**src/pkg/dccr_pkg.sv**
```systemverilog
// Constants and types shared by the channel configuration register bank.
package dccr_pkg;

  localparam int NUM_CH = 2;
  localparam int NUM_KIND = 4;
  localparam int DATA_W = 16;
  localparam int CODE_W = 12;
  localparam int WAVE_W = 13;

  localparam logic [15:0] REG_RESET = 16'h0000;

  // Register addresses on the serial host interface.
  localparam logic [7:0] ADDR_A_VOUT = 8'h03;
  localparam logic [7:0] ADDR_A_IOUT = 8'h04;
  localparam logic [7:0] ADDR_A_CMP = 8'h05;
  localparam logic [7:0] ADDR_A_FUNC = 8'h06;
  localparam logic [7:0] ADDR_B_VOUT = 8'h15;
  localparam logic [7:0] ADDR_B_IOUT = 8'h16;
  localparam logic [7:0] ADDR_B_CMP = 8'h17;
  localparam logic [7:0] ADDR_B_FUNC = 8'h18;

  // Page and command codes for the PMBus view.
  localparam logic [7:0] PMB_PAGE = 8'hff;
  localparam logic [7:0] PMB_A_VOUT = 8'hd1;
  localparam logic [7:0] PMB_A_IOUT = 8'hd2;
  localparam logic [7:0] PMB_A_CMP = 8'hd3;
  localparam logic [7:0] PMB_A_FUNC = 8'hd4;
  localparam logic [7:0] PMB_B_VOUT = 8'hdd;
  localparam logic [7:0] PMB_B_IOUT = 8'hde;
  localparam logic [7:0] PMB_B_CMP = 8'hdf;
  localparam logic [7:0] PMB_B_FUNC = 8'he0;

  // Register kinds within one channel.
  localparam logic [1:0] KIND_VOUT = 2'h0;
  localparam logic [1:0] KIND_IOUT = 2'h1;
  localparam logic [1:0] KIND_CMP = 2'h2;
  localparam logic [1:0] KIND_FUNC = 2'h3;

  // Writable bits of each kind; all others are don't care.
  localparam logic [15:0] MASK_VOUT = 16'h1c1f;
  localparam logic [15:0] MASK_IOUT = 16'h1e00;
  localparam logic [15:0] MASK_CMP = 16'h0c00;
  localparam logic [15:0] MASK_FUNC = 16'hffff;

  // Field positions.
  localparam int GAIN_LSB = 10;
  localparam int OD_BIT = 4;
  localparam int ROUTE_BIT = 3;
  localparam int DIV_BIT = 2;
  localparam int INV_BIT = 1;
  localparam int CMP_EN_BIT = 0;
  localparam int IRANGE_LSB = 9;
  localparam int CMODE_LSB = 10;
  localparam int CLR_BIT = 15;
  localparam int SYNC_BIT = 14;
  localparam int BRD_BIT = 13;

  // Voltage gain codes.
  localparam logic [2:0] GAIN_EXT_1X = 3'h0;
  localparam logic [2:0] GAIN_VDD_1X = 3'h1;
  localparam logic [2:0] GAIN_INT_1P5X = 3'h2;
  localparam logic [2:0] GAIN_INT_2X = 3'h3;
  localparam logic [2:0] GAIN_INT_3X = 3'h4;
  localparam logic [2:0] GAIN_INT_4X = 3'h5;

  // Current range codes.
  localparam logic [3:0] IRANGE_25UA = 4'h8;
  localparam logic [3:0] IRANGE_50UA = 4'h9;
  localparam logic [3:0] IRANGE_125UA = 4'ha;
  localparam logic [3:0] IRANGE_250UA = 4'hb;

  // Clear levels.
  localparam logic [11:0] ZERO_SCALE = 12'h000;
  localparam logic [11:0] MID_SCALE = 12'h800;

  typedef enum logic [1:0] {
    DCCR_REF_EXT = 2'b00,
    DCCR_REF_VDD = 2'b01,
    DCCR_REF_INT = 2'b10,
    DCCR_REF_NONE = 2'b11
  } dccr_ref_e;

  typedef enum logic [1:0] {
    DCCR_CMP_PLAIN = 2'b00,
    DCCR_CMP_HYST = 2'b01,
    DCCR_CMP_WINDOW = 2'b10,
    DCCR_CMP_BAD = 2'b11
  } dccr_cmp_mode_e;

endpackage

```
**src/hdl/dccr_update.sv**
```systemverilog
// Output code update control for one channel: clear, sync and broadcast.
module dccr_update
  import dccr_pkg::*;
(
  input wire logic clk,
  input wire logic rst,
  input wire logic clr_level,
  input wire logic sync_sel,
  input wire logic brd_sel,
  input wire logic wr_valid,
  input wire logic [CODE_W-1:0] wr_code,
  input wire logic bcast_valid,
  input wire logic [CODE_W-1:0] bcast_code,
  input wire logic load_trigger_pin,
  input wire logic trig_load,
  input wire logic clear_req,
  output logic [CODE_W-1:0] out_code
);

  logic [CODE_W-1:0] staged_reg, staged_next;
  logic [CODE_W-1:0] active_reg, active_next;
  logic load_prev_reg, load_prev_next;
  logic load_fall;
  logic take;
  logic [CODE_W-1:0] take_code;

  ////////////////////////////////////////////////////////////////////////////
  always_comb begin
    load_prev_next = load_trigger_pin;
    load_fall = load_prev_reg & ~load_trigger_pin;
    take = wr_valid | (bcast_valid & brd_sel);
    take_code = wr_valid ? wr_code : bcast_code;
    staged_next = take ? take_code : staged_reg;
    active_next = active_reg;
    if (!sync_sel && take) begin
      active_next = take_code;
    end else if (sync_sel && (load_fall || trig_load)) begin
      active_next = staged_next;
    end
    if (clear_req) begin
      active_next = clr_level ? MID_SCALE : ZERO_SCALE;
    end
  end

  // The load pin idles high, so the history flop resets high to avoid a false edge.
  always_ff @(posedge clk or posedge rst) begin
    if (rst) begin
      staged_reg <= ZERO_SCALE;
      active_reg <= ZERO_SCALE;
      load_prev_reg <= 1'b1;
    end else begin
      staged_reg <= staged_next;
      active_reg <= active_next;
      load_prev_reg <= load_prev_next;
    end
  end

  assign out_code = active_reg;
endmodule // dccr_update

```
**src/hdl/dccr_regs.sv**
```systemverilog
// Per-channel configuration register bank of the dual output converter.
module dccr_regs
  import dccr_pkg::*;
(
  input wire logic clk,
  input wire logic rst,
  input wire logic req_valid,
  input wire logic req_write,
  input wire logic req_pmbus,
  input wire logic [7:0] req_page,
  input wire logic [7:0] req_addr,
  input wire logic [DATA_W-1:0] req_wdata,
  output logic rsp_valid,
  output logic rsp_hit,
  output logic [DATA_W-1:0] rsp_rdata,
  output logic [NUM_CH-1:0][2:0] gain_code,
  output dccr_ref_e [NUM_CH-1:0] ref_sel,
  output logic [NUM_CH-1:0] gain_valid,
  output logic [NUM_CH-1:0] cmp_enable,
  output logic [NUM_CH-1:0] cmp_invert,
  output logic [NUM_CH-1:0] fb_divider_on,
  output logic [NUM_CH-1:0] cmp_route,
  output logic [NUM_CH-1:0][3:0] current_range,
  output logic [NUM_CH-1:0] current_range_valid,
  output dccr_cmp_mode_e [NUM_CH-1:0] cmp_mode,
  output logic [NUM_CH-1:0] cmp_mode_valid,
  output logic [NUM_CH-1:0][WAVE_W-1:0] wave_block,
  input wire logic [NUM_CH-1:0] cmp_raw,
  output logic [NUM_CH-1:0] cmp_result,
  output logic [NUM_CH-1:0] out_pin_o,
  output logic [NUM_CH-1:0] out_pin_oe,
  input wire logic [NUM_CH-1:0] dac_wr_valid,
  input wire logic [NUM_CH-1:0][CODE_W-1:0] dac_wr_code,
  input wire logic bcast_valid,
  input wire logic [CODE_W-1:0] bcast_code,
  input wire logic load_trigger_pin,
  input wire logic trig_load,
  input wire logic clear_req,
  output logic [NUM_CH-1:0][CODE_W-1:0] dac_code
);

  ////////////////////////////////////////////////////////////////////////////
  // Returns {hit, channel, kind[1:0]} for a request.
  function automatic logic [3:0] dccr_decode(input logic pmbus, input logic [7:0] page, input logic [7:0] addr);
    logic [3:0] res;
    res = 4'h0;
    if (pmbus) begin
      if (page == PMB_PAGE) begin
        case (addr)
          PMB_A_VOUT: res = {2'b10, KIND_VOUT};
          PMB_A_IOUT: res = {2'b10, KIND_IOUT};
          PMB_A_CMP: res = {2'b10, KIND_CMP};
          PMB_A_FUNC: res = {2'b10, KIND_FUNC};
          PMB_B_VOUT: res = {2'b11, KIND_VOUT};
          PMB_B_IOUT: res = {2'b11, KIND_IOUT};
          PMB_B_CMP: res = {2'b11, KIND_CMP};
          PMB_B_FUNC: res = {2'b11, KIND_FUNC};
          default: res = 4'h0;
        endcase
      end
    end else begin
      case (addr)
        ADDR_A_VOUT: res = {2'b10, KIND_VOUT};
        ADDR_A_IOUT: res = {2'b10, KIND_IOUT};
        ADDR_A_CMP: res = {2'b10, KIND_CMP};
        ADDR_A_FUNC: res = {2'b10, KIND_FUNC};
        ADDR_B_VOUT: res = {2'b11, KIND_VOUT};
        ADDR_B_IOUT: res = {2'b11, KIND_IOUT};
        ADDR_B_CMP: res = {2'b11, KIND_CMP};
        ADDR_B_FUNC: res = {2'b11, KIND_FUNC};
        default: res = 4'h0;
      endcase
    end
    return res;
  endfunction

  function automatic logic [15:0] dccr_mask(input logic [1:0] kind);
    logic [15:0] m;
    case (kind)
      KIND_VOUT: m = MASK_VOUT;
      KIND_IOUT: m = MASK_IOUT;
      KIND_CMP: m = MASK_CMP;
      default: m = MASK_FUNC;
    endcase
    return m;
  endfunction

  ////////////////////////////////////////////////////////////////////////////
  // Register storage and host access.
  logic [NUM_CH-1:0][NUM_KIND-1:0][DATA_W-1:0] cfg_reg, cfg_next;
  logic rsp_valid_reg, rsp_valid_next;
  logic rsp_hit_reg, rsp_hit_next;
  logic [DATA_W-1:0] rsp_rdata_reg, rsp_rdata_next;
  logic [3:0] dec;

  always_comb begin
    dec = dccr_decode(req_pmbus, req_page, req_addr);
    cfg_next = cfg_reg;
    rsp_valid_next = req_valid;
    rsp_hit_next = req_valid & dec[3];
    rsp_rdata_next = '0;
    if (req_valid && dec[3]) begin
      if (req_write) begin
        cfg_next[dec[2]][dec[1:0]] = req_wdata & dccr_mask(dec[1:0]);
      end else begin
        rsp_rdata_next = cfg_reg[dec[2]][dec[1:0]];
      end
    end
  end

  always_ff @(posedge clk or posedge rst) begin
    if (rst) begin
      for (int c = 0; c < NUM_CH; c++) begin
        for (int k = 0; k < NUM_KIND; k++) begin
          cfg_reg[c][k] <= REG_RESET;
        end
      end
      rsp_valid_reg <= 1'b0;
      rsp_hit_reg <= 1'b0;
      rsp_rdata_reg <= REG_RESET;
    end else begin
      cfg_reg <= cfg_next;
      rsp_valid_reg <= rsp_valid_next;
      rsp_hit_reg <= rsp_hit_next;
      rsp_rdata_reg <= rsp_rdata_next;
    end
  end

  assign rsp_valid = rsp_valid_reg;
  assign rsp_hit = rsp_hit_reg;
  assign rsp_rdata = rsp_rdata_reg;

  ////////////////////////////////////////////////////////////////////////////
  // Decoded per-channel controls, comparator path and output update.
  for (genvar ch = 0; ch < NUM_CH; ch++) begin : g_ch
    logic [DATA_W-1:0] vcfg, icfg, mcfg, fcfg;
    logic [2:0] gain_next;
    dccr_ref_e ref_next;
    logic gain_ok_next;
    logic [3:0] range_next;
    logic range_ok_next;
    logic mode_ok_next;
    logic [WAVE_W-1:0] wave_next;
    dccr_cmp_mode_e mode_next;
    logic en_next, inv_next, div_next, route_next, od_active;
    logic res_next, pin_o_next, pin_oe_next;
    logic [2:0] gain_reg;
    dccr_ref_e ref_reg;
    logic gain_ok_reg, range_ok_reg, mode_ok_reg;
    logic [3:0] range_reg;
    dccr_cmp_mode_e mode_reg;
    logic en_reg, inv_reg, div_reg, route_reg, res_reg, pin_o_reg, pin_oe_reg;
    logic [WAVE_W-1:0] wave_reg;

    always_comb begin
      vcfg = cfg_reg[ch][KIND_VOUT];
      icfg = cfg_reg[ch][KIND_IOUT];
      mcfg = cfg_reg[ch][KIND_CMP];
      fcfg = cfg_reg[ch][KIND_FUNC];
      gain_next = vcfg[GAIN_LSB +: 3];
      case (gain_next)
        GAIN_EXT_1X: ref_next = DCCR_REF_EXT;
        GAIN_VDD_1X: ref_next = DCCR_REF_VDD;
        GAIN_INT_1P5X, GAIN_INT_2X, GAIN_INT_3X, GAIN_INT_4X: ref_next = DCCR_REF_INT;
        default: ref_next = DCCR_REF_NONE;
      endcase
      gain_ok_next = (ref_next != DCCR_REF_NONE);
      range_next = icfg[IRANGE_LSB +: 4];
      case (range_next)
        IRANGE_25UA, IRANGE_50UA, IRANGE_125UA, IRANGE_250UA: range_ok_next = 1'b1;
        default: range_ok_next = 1'b0;
      endcase
      mode_next = dccr_cmp_mode_e'(mcfg[CMODE_LSB +: 2]);
      mode_ok_next = (mode_next != DCCR_CMP_BAD);
      wave_next = fcfg[WAVE_W-1:0];
      en_next = vcfg[CMP_EN_BIT];
      inv_next = vcfg[INV_BIT];
      div_next = vcfg[DIV_BIT];
      route_next = vcfg[ROUTE_BIT];
      // optional inversion, result only in comparator mode
      res_next = en_next & (cmp_raw[ch] ^ inv_next);
      // open drain only with comparator routed
      od_active = vcfg[OD_BIT] & en_next & route_next;
      if (en_next && route_next) begin
        pin_o_next = od_active ? 1'b0 : res_next;
        pin_oe_next = od_active ? ~res_next : 1'b1;
      end else begin
        pin_o_next = 1'b0;
        pin_oe_next = 1'b0;
      end
    end

    always_ff @(posedge clk or posedge rst) begin
      if (rst) begin
        gain_reg <= GAIN_EXT_1X;
        ref_reg <= DCCR_REF_EXT;
        gain_ok_reg <= 1'b1;
        range_reg <= 4'h0;
        range_ok_reg <= 1'b0;
        mode_reg <= DCCR_CMP_PLAIN;
        mode_ok_reg <= 1'b1;
        en_reg <= 1'b0;
        inv_reg <= 1'b0;
        div_reg <= 1'b0;
        route_reg <= 1'b0;
        res_reg <= 1'b0;
        pin_o_reg <= 1'b0;
        pin_oe_reg <= 1'b0;
        wave_reg <= '0;
      end else begin
        gain_reg <= gain_next;
        ref_reg <= ref_next;
        gain_ok_reg <= gain_ok_next;
        range_reg <= range_next;
        range_ok_reg <= range_ok_next;
        mode_reg <= mode_next;
        mode_ok_reg <= mode_ok_next;
        en_reg <= en_next;
        inv_reg <= inv_next;
        div_reg <= div_next;
        route_reg <= route_next;
        res_reg <= res_next;
        pin_o_reg <= pin_o_next;
        pin_oe_reg <= pin_oe_next;
        wave_reg <= wave_next;
      end
    end

    assign gain_code[ch] = gain_reg;
    assign ref_sel[ch] = ref_reg;
    assign gain_valid[ch] = gain_ok_reg;
    assign current_range[ch] = range_reg;
    assign current_range_valid[ch] = range_ok_reg;
    assign cmp_mode[ch] = mode_reg;
    assign cmp_mode_valid[ch] = mode_ok_reg;
    assign cmp_enable[ch] = en_reg;
    assign cmp_invert[ch] = inv_reg;
    assign fb_divider_on[ch] = div_reg;
    assign cmp_route[ch] = route_reg;
    assign cmp_result[ch] = res_reg;
    assign out_pin_o[ch] = pin_o_reg;
    assign out_pin_oe[ch] = pin_oe_reg;
    assign wave_block[ch] = wave_reg;

    // clear, sync and broadcast bits steer the update
    // participation passed to update control
    // The host must keep the current output powered down in comparator mode; nothing here enforces it.
    dccr_update u_update (
      .clk(clk),
      .rst(rst),
      .clr_level(fcfg[CLR_BIT]),
      .sync_sel(fcfg[SYNC_BIT]),
      .brd_sel(fcfg[BRD_BIT]),
      .wr_valid(dac_wr_valid[ch]),
      .wr_code(dac_wr_code[ch]),
      .bcast_valid(bcast_valid),
      .bcast_code(bcast_code),
      .load_trigger_pin(load_trigger_pin),
      .trig_load(trig_load),
      .clear_req(clear_req),
      .out_code(dac_code[ch])
    );

  end
endmodule // dccr_regs

```
**config.mk**
```make
export PLATFORM = sky130hd
export DESIGN_NAME = dccr_regs
export DESIGN_NICKNAME = d
export VERILOG_FILES = /design/src/pkg/dccr_pkg.sv /design/src/hdl/dccr_update.sv /design/src/hdl/dccr_regs.sv
export SDC_FILE = /design/constraint.sdc
export NUM_CORES = 1
export LEC_CHECK = 0
export BUFFER_PORTS_ARGS = -buffer_cell sky130_fd_sc_hd__buf_2
export CORE_MARGIN = 5
export CORE_UTILIZATION = 53
export CTS_BUF_LIST = sky130_fd_sc_hd__clkbuf_8
export CTS_CLUSTER_DIAMETER = 120
export DETAILED_ROUTE_END_ITERATION = 16
export PLACE_DENSITY = 0.84
export RECOVER_POWER = 50
export SYNTH_ARGS = -nofsm -noshare
export SYNTH_HDL_FRONTEND = slang
export SYNTH_SLANG_ARGS = --single-unit
```
**constraint.sdc**
```tcl
create_clock -name clk -period 7.35 [get_ports clk]
set_input_delay 0.3675 -clock clk [delete_from_list [all_inputs] [get_ports clk]]
set_output_delay 0.3675 -clock clk [all_outputs]
set_load 0.03 [all_outputs]
```
==> impl_metrics.ini <==
[setup_path]
crit_fanout = 59
start_kind = input port
critPathArrivalTime_ps = 3990
end_kind = asynchronous set/reset pin
required_ps = 7310
crit_type = input port to asynchronous set/reset pin

[synthesis]
syn_nets = 993
synth_edf_count = 0
synth_cells = 901
ys_types = 52
yosys.area.top_type_share = 0.5805
synth.avg_cell_area_um2 = 12.34
synthArstFlopShare = 1.000
yosys-top-cells-area = dfrtp_1 (58%), mux2_1 (7.3%), mux2_2 (5.7%)
ys_seq_area_frac = 0.5923
synth_fa_ha_area_frac = 0.01237
synth_top_family_by_area = multiplexers
synth-simple-area-share = 0.08426
synth.area.mux_share = 0.1584
yosysWarningCount = 0
synthXorXnorAreaFrac = 0.001575
synth_compound_area_frac = 0.1104
ys_ff_latch = 263
synth_area_leader_cell = dfrtp_1
syn-cell-area_mm2 = 0.01112
ys.flop_type = dfrtp_1

[die]
initial_core_util = 0.5341
dieArea_mm2 = 0.02398
die_y_um = 154.9
fp.coreArea_mm2 = 0.02082
ios = 191
dieWidth_um = 154.9
rows = 53

[sta]
slew_headroom = -1.051
fin_crit_ps = 4027
layout_setup_ws_ps = 3323
drv_slew = 110
skew_ps = 31.58
holdWs_ps = 52.57
finalSetupViolCount = 0
finalCritPeriodShare = 0.5479
worst_pin_slew_ps = 3077
timing.setup.tns_ps = 0
max_freq_mhz = 248.3
rsz0062_at_grt = no
hold_viol = 0

[global_routing]
grt_overflow = 0
track_usage = 0.2101
grt_max_degree = 81
grt_antenna_before_repair = 4
grt_pass1_wl_um = 41150
grt_pass1_vias = 7859

[final_layout]
synthToLayoutAreaGrowth_pct = 15.01
fill_cells = 1664
antenna-diode-count = 0
layout_common_cells = dfrtp_1 (258), nand2_1 (122), clkbuf_1 (112)
instances_no_fill = 1381
ff_latch_area_mm2 = 0.006588
multiInputGateArea_mm2 = 0.004084
final_common_cell = dfrtp_1
fin_area_mm2 = 0.01279
final_nets = 1167
layout-drive-gt1-share = 0.2025

[placed_design]
io_buffers = 190
dpl_worst_slack_ps = 2934
hpwl_um = 16940
globalplace.congestion = 0.8317
dpl-instance-area_mm2 = 0.01209
dp.cells = 1306

[drt]
dr.pass1.iters = 5
drt-initial-drc-count = 404
drc = 0
dr_total_vias = 7595
vias_per_cell = 5.500
detail-route-antenna-nets = 0
finalWirelength_um = 25320
wl_per_cell_um = 18.33

[cts]
cts_max_level = 2
clock_latency_ps = 540
cts_buffer_depth = 3
clock-root-buffer = clkbuf_8
clock-sinks = 263
numCtsBuffers = 41
tritoncts = yes
cts_resized = 0
clk_pin_slew_ps = 70

[power]
vdd_drop_max_uv = 135.4
power_leakage_nw = 6.603
power.density_mw_per_mm2 = 228.0

[outcome]
violations = capacitance limit, slew limit
status = finished with violations

[min_path]
hold_class = input port to flop

[run]
drv_cap = 2
[worst paths after layout]
path                                              start                                        end  slack (ps)  cells past startpoint
max                                                 rst   g_ch[1].u_update.out_code[3]$_DFFE_PP0P_        3320                      3
min                                           req_valid                        rsp_valid$_DFF_PP0_          50                      1
max reg2reg                g_ch[0].fcfg[13]$_DFFE_PP0P_  g_ch[0].u_update.out_code[11]$_DFFE_PP0P_        4760                      5
min reg2reg                 g_ch[0].fcfg[0]$_DFFE_PP0P_              g_ch[0].wave_reg[0]$_DFF_PP0_         390                      0
max in group clk                            req_addr[0]               g_ch[0].icfg[10]$_DFFE_PP0P_        3400                     13
min in group asynchronous                           rst                    rsp_rdata[12]$_DFF_PP0_         400                      2
[power by group]
part	switching (mW)	internal (mW)
sequential	0.0156	1.48
clock	0.548	0.691
combinational	0.130	0.0509
[Yosys cell counts (2+ instances only)]
library cell and count:
a21o_1 2, a21oi_1 64, a22o_1 16, a22oi_1 35, and2_1 11, buf_1 2, buf_2 11, buf_4 21
buf_6 8, clkbuf_1 26, dfrtp_1 258, dfstp_2 5, ha_1 11, inv_1 11, mux2_1 72, mux2_2 56
mux2i_1 32, nand2_1 121, nand2b_1 2, nand3_1 2, nor2_1 6, nor2b_1 12, nor3_4 6, nor3b_1 4
nor4_1 2, o21ai_0 76, o31ai_1 2, or2_2 2, xor2_1 2
[logic make-up (layout without fill, tap and decap cells)]
family / count (synthesis) / in the layout
flip-flops: 263 / 263
AO/OA/AOI/OAI: 205 / 205
AND/OR/NAND/NOR: 180 / 180
multiplexers: 160 / 160
buffers and inverters: 80 / 285
adder cells (fa/ha/maj): 11 / 11
XOR/XNOR: 2 / 2
[per-layer routing]
metal / global-route usage / wire length (um) / vias up
li1: - / - / 3504
met3: 0.06203 / 2090 / 58
met2: 0.3392 / 11940 / 273
met5: 0 / 42 / -
met1: 0.2776 / 10630 / 3752
met4: 0.06392 / 620 / 8
[critical path, stage by stage]
cell        delay (ps)
buf_2              100
clkinvlp_2        1200
clkbuf_1          2260
[final cells by class]
cell class	instances	area share
tap	275	0.02690
clock inverter	20	0.008412
inverter	12	0.003619
timing repair buffer	199	0.06867
clock buffer	54	0.05810
sequential	263	0.5150
multi-input combinational	558	0.3193
[stage by stage]
stage	utilization	power, mW
after global routing	0.6143	3.030
after detailed placement	0.5807	1.710
after floorplan	-	1.639
after CTS	0.6220	2.956
final	0.6143	2.916
after global placement	0.5807	1.705
[repair_timing]
item / CTS / global route
hold buffers: 1 / 0
setup buffers: 0 / 0
endpoints found under the hold margin: 1 / 0
No activity file was read; power rests on OpenSTA's default activity.
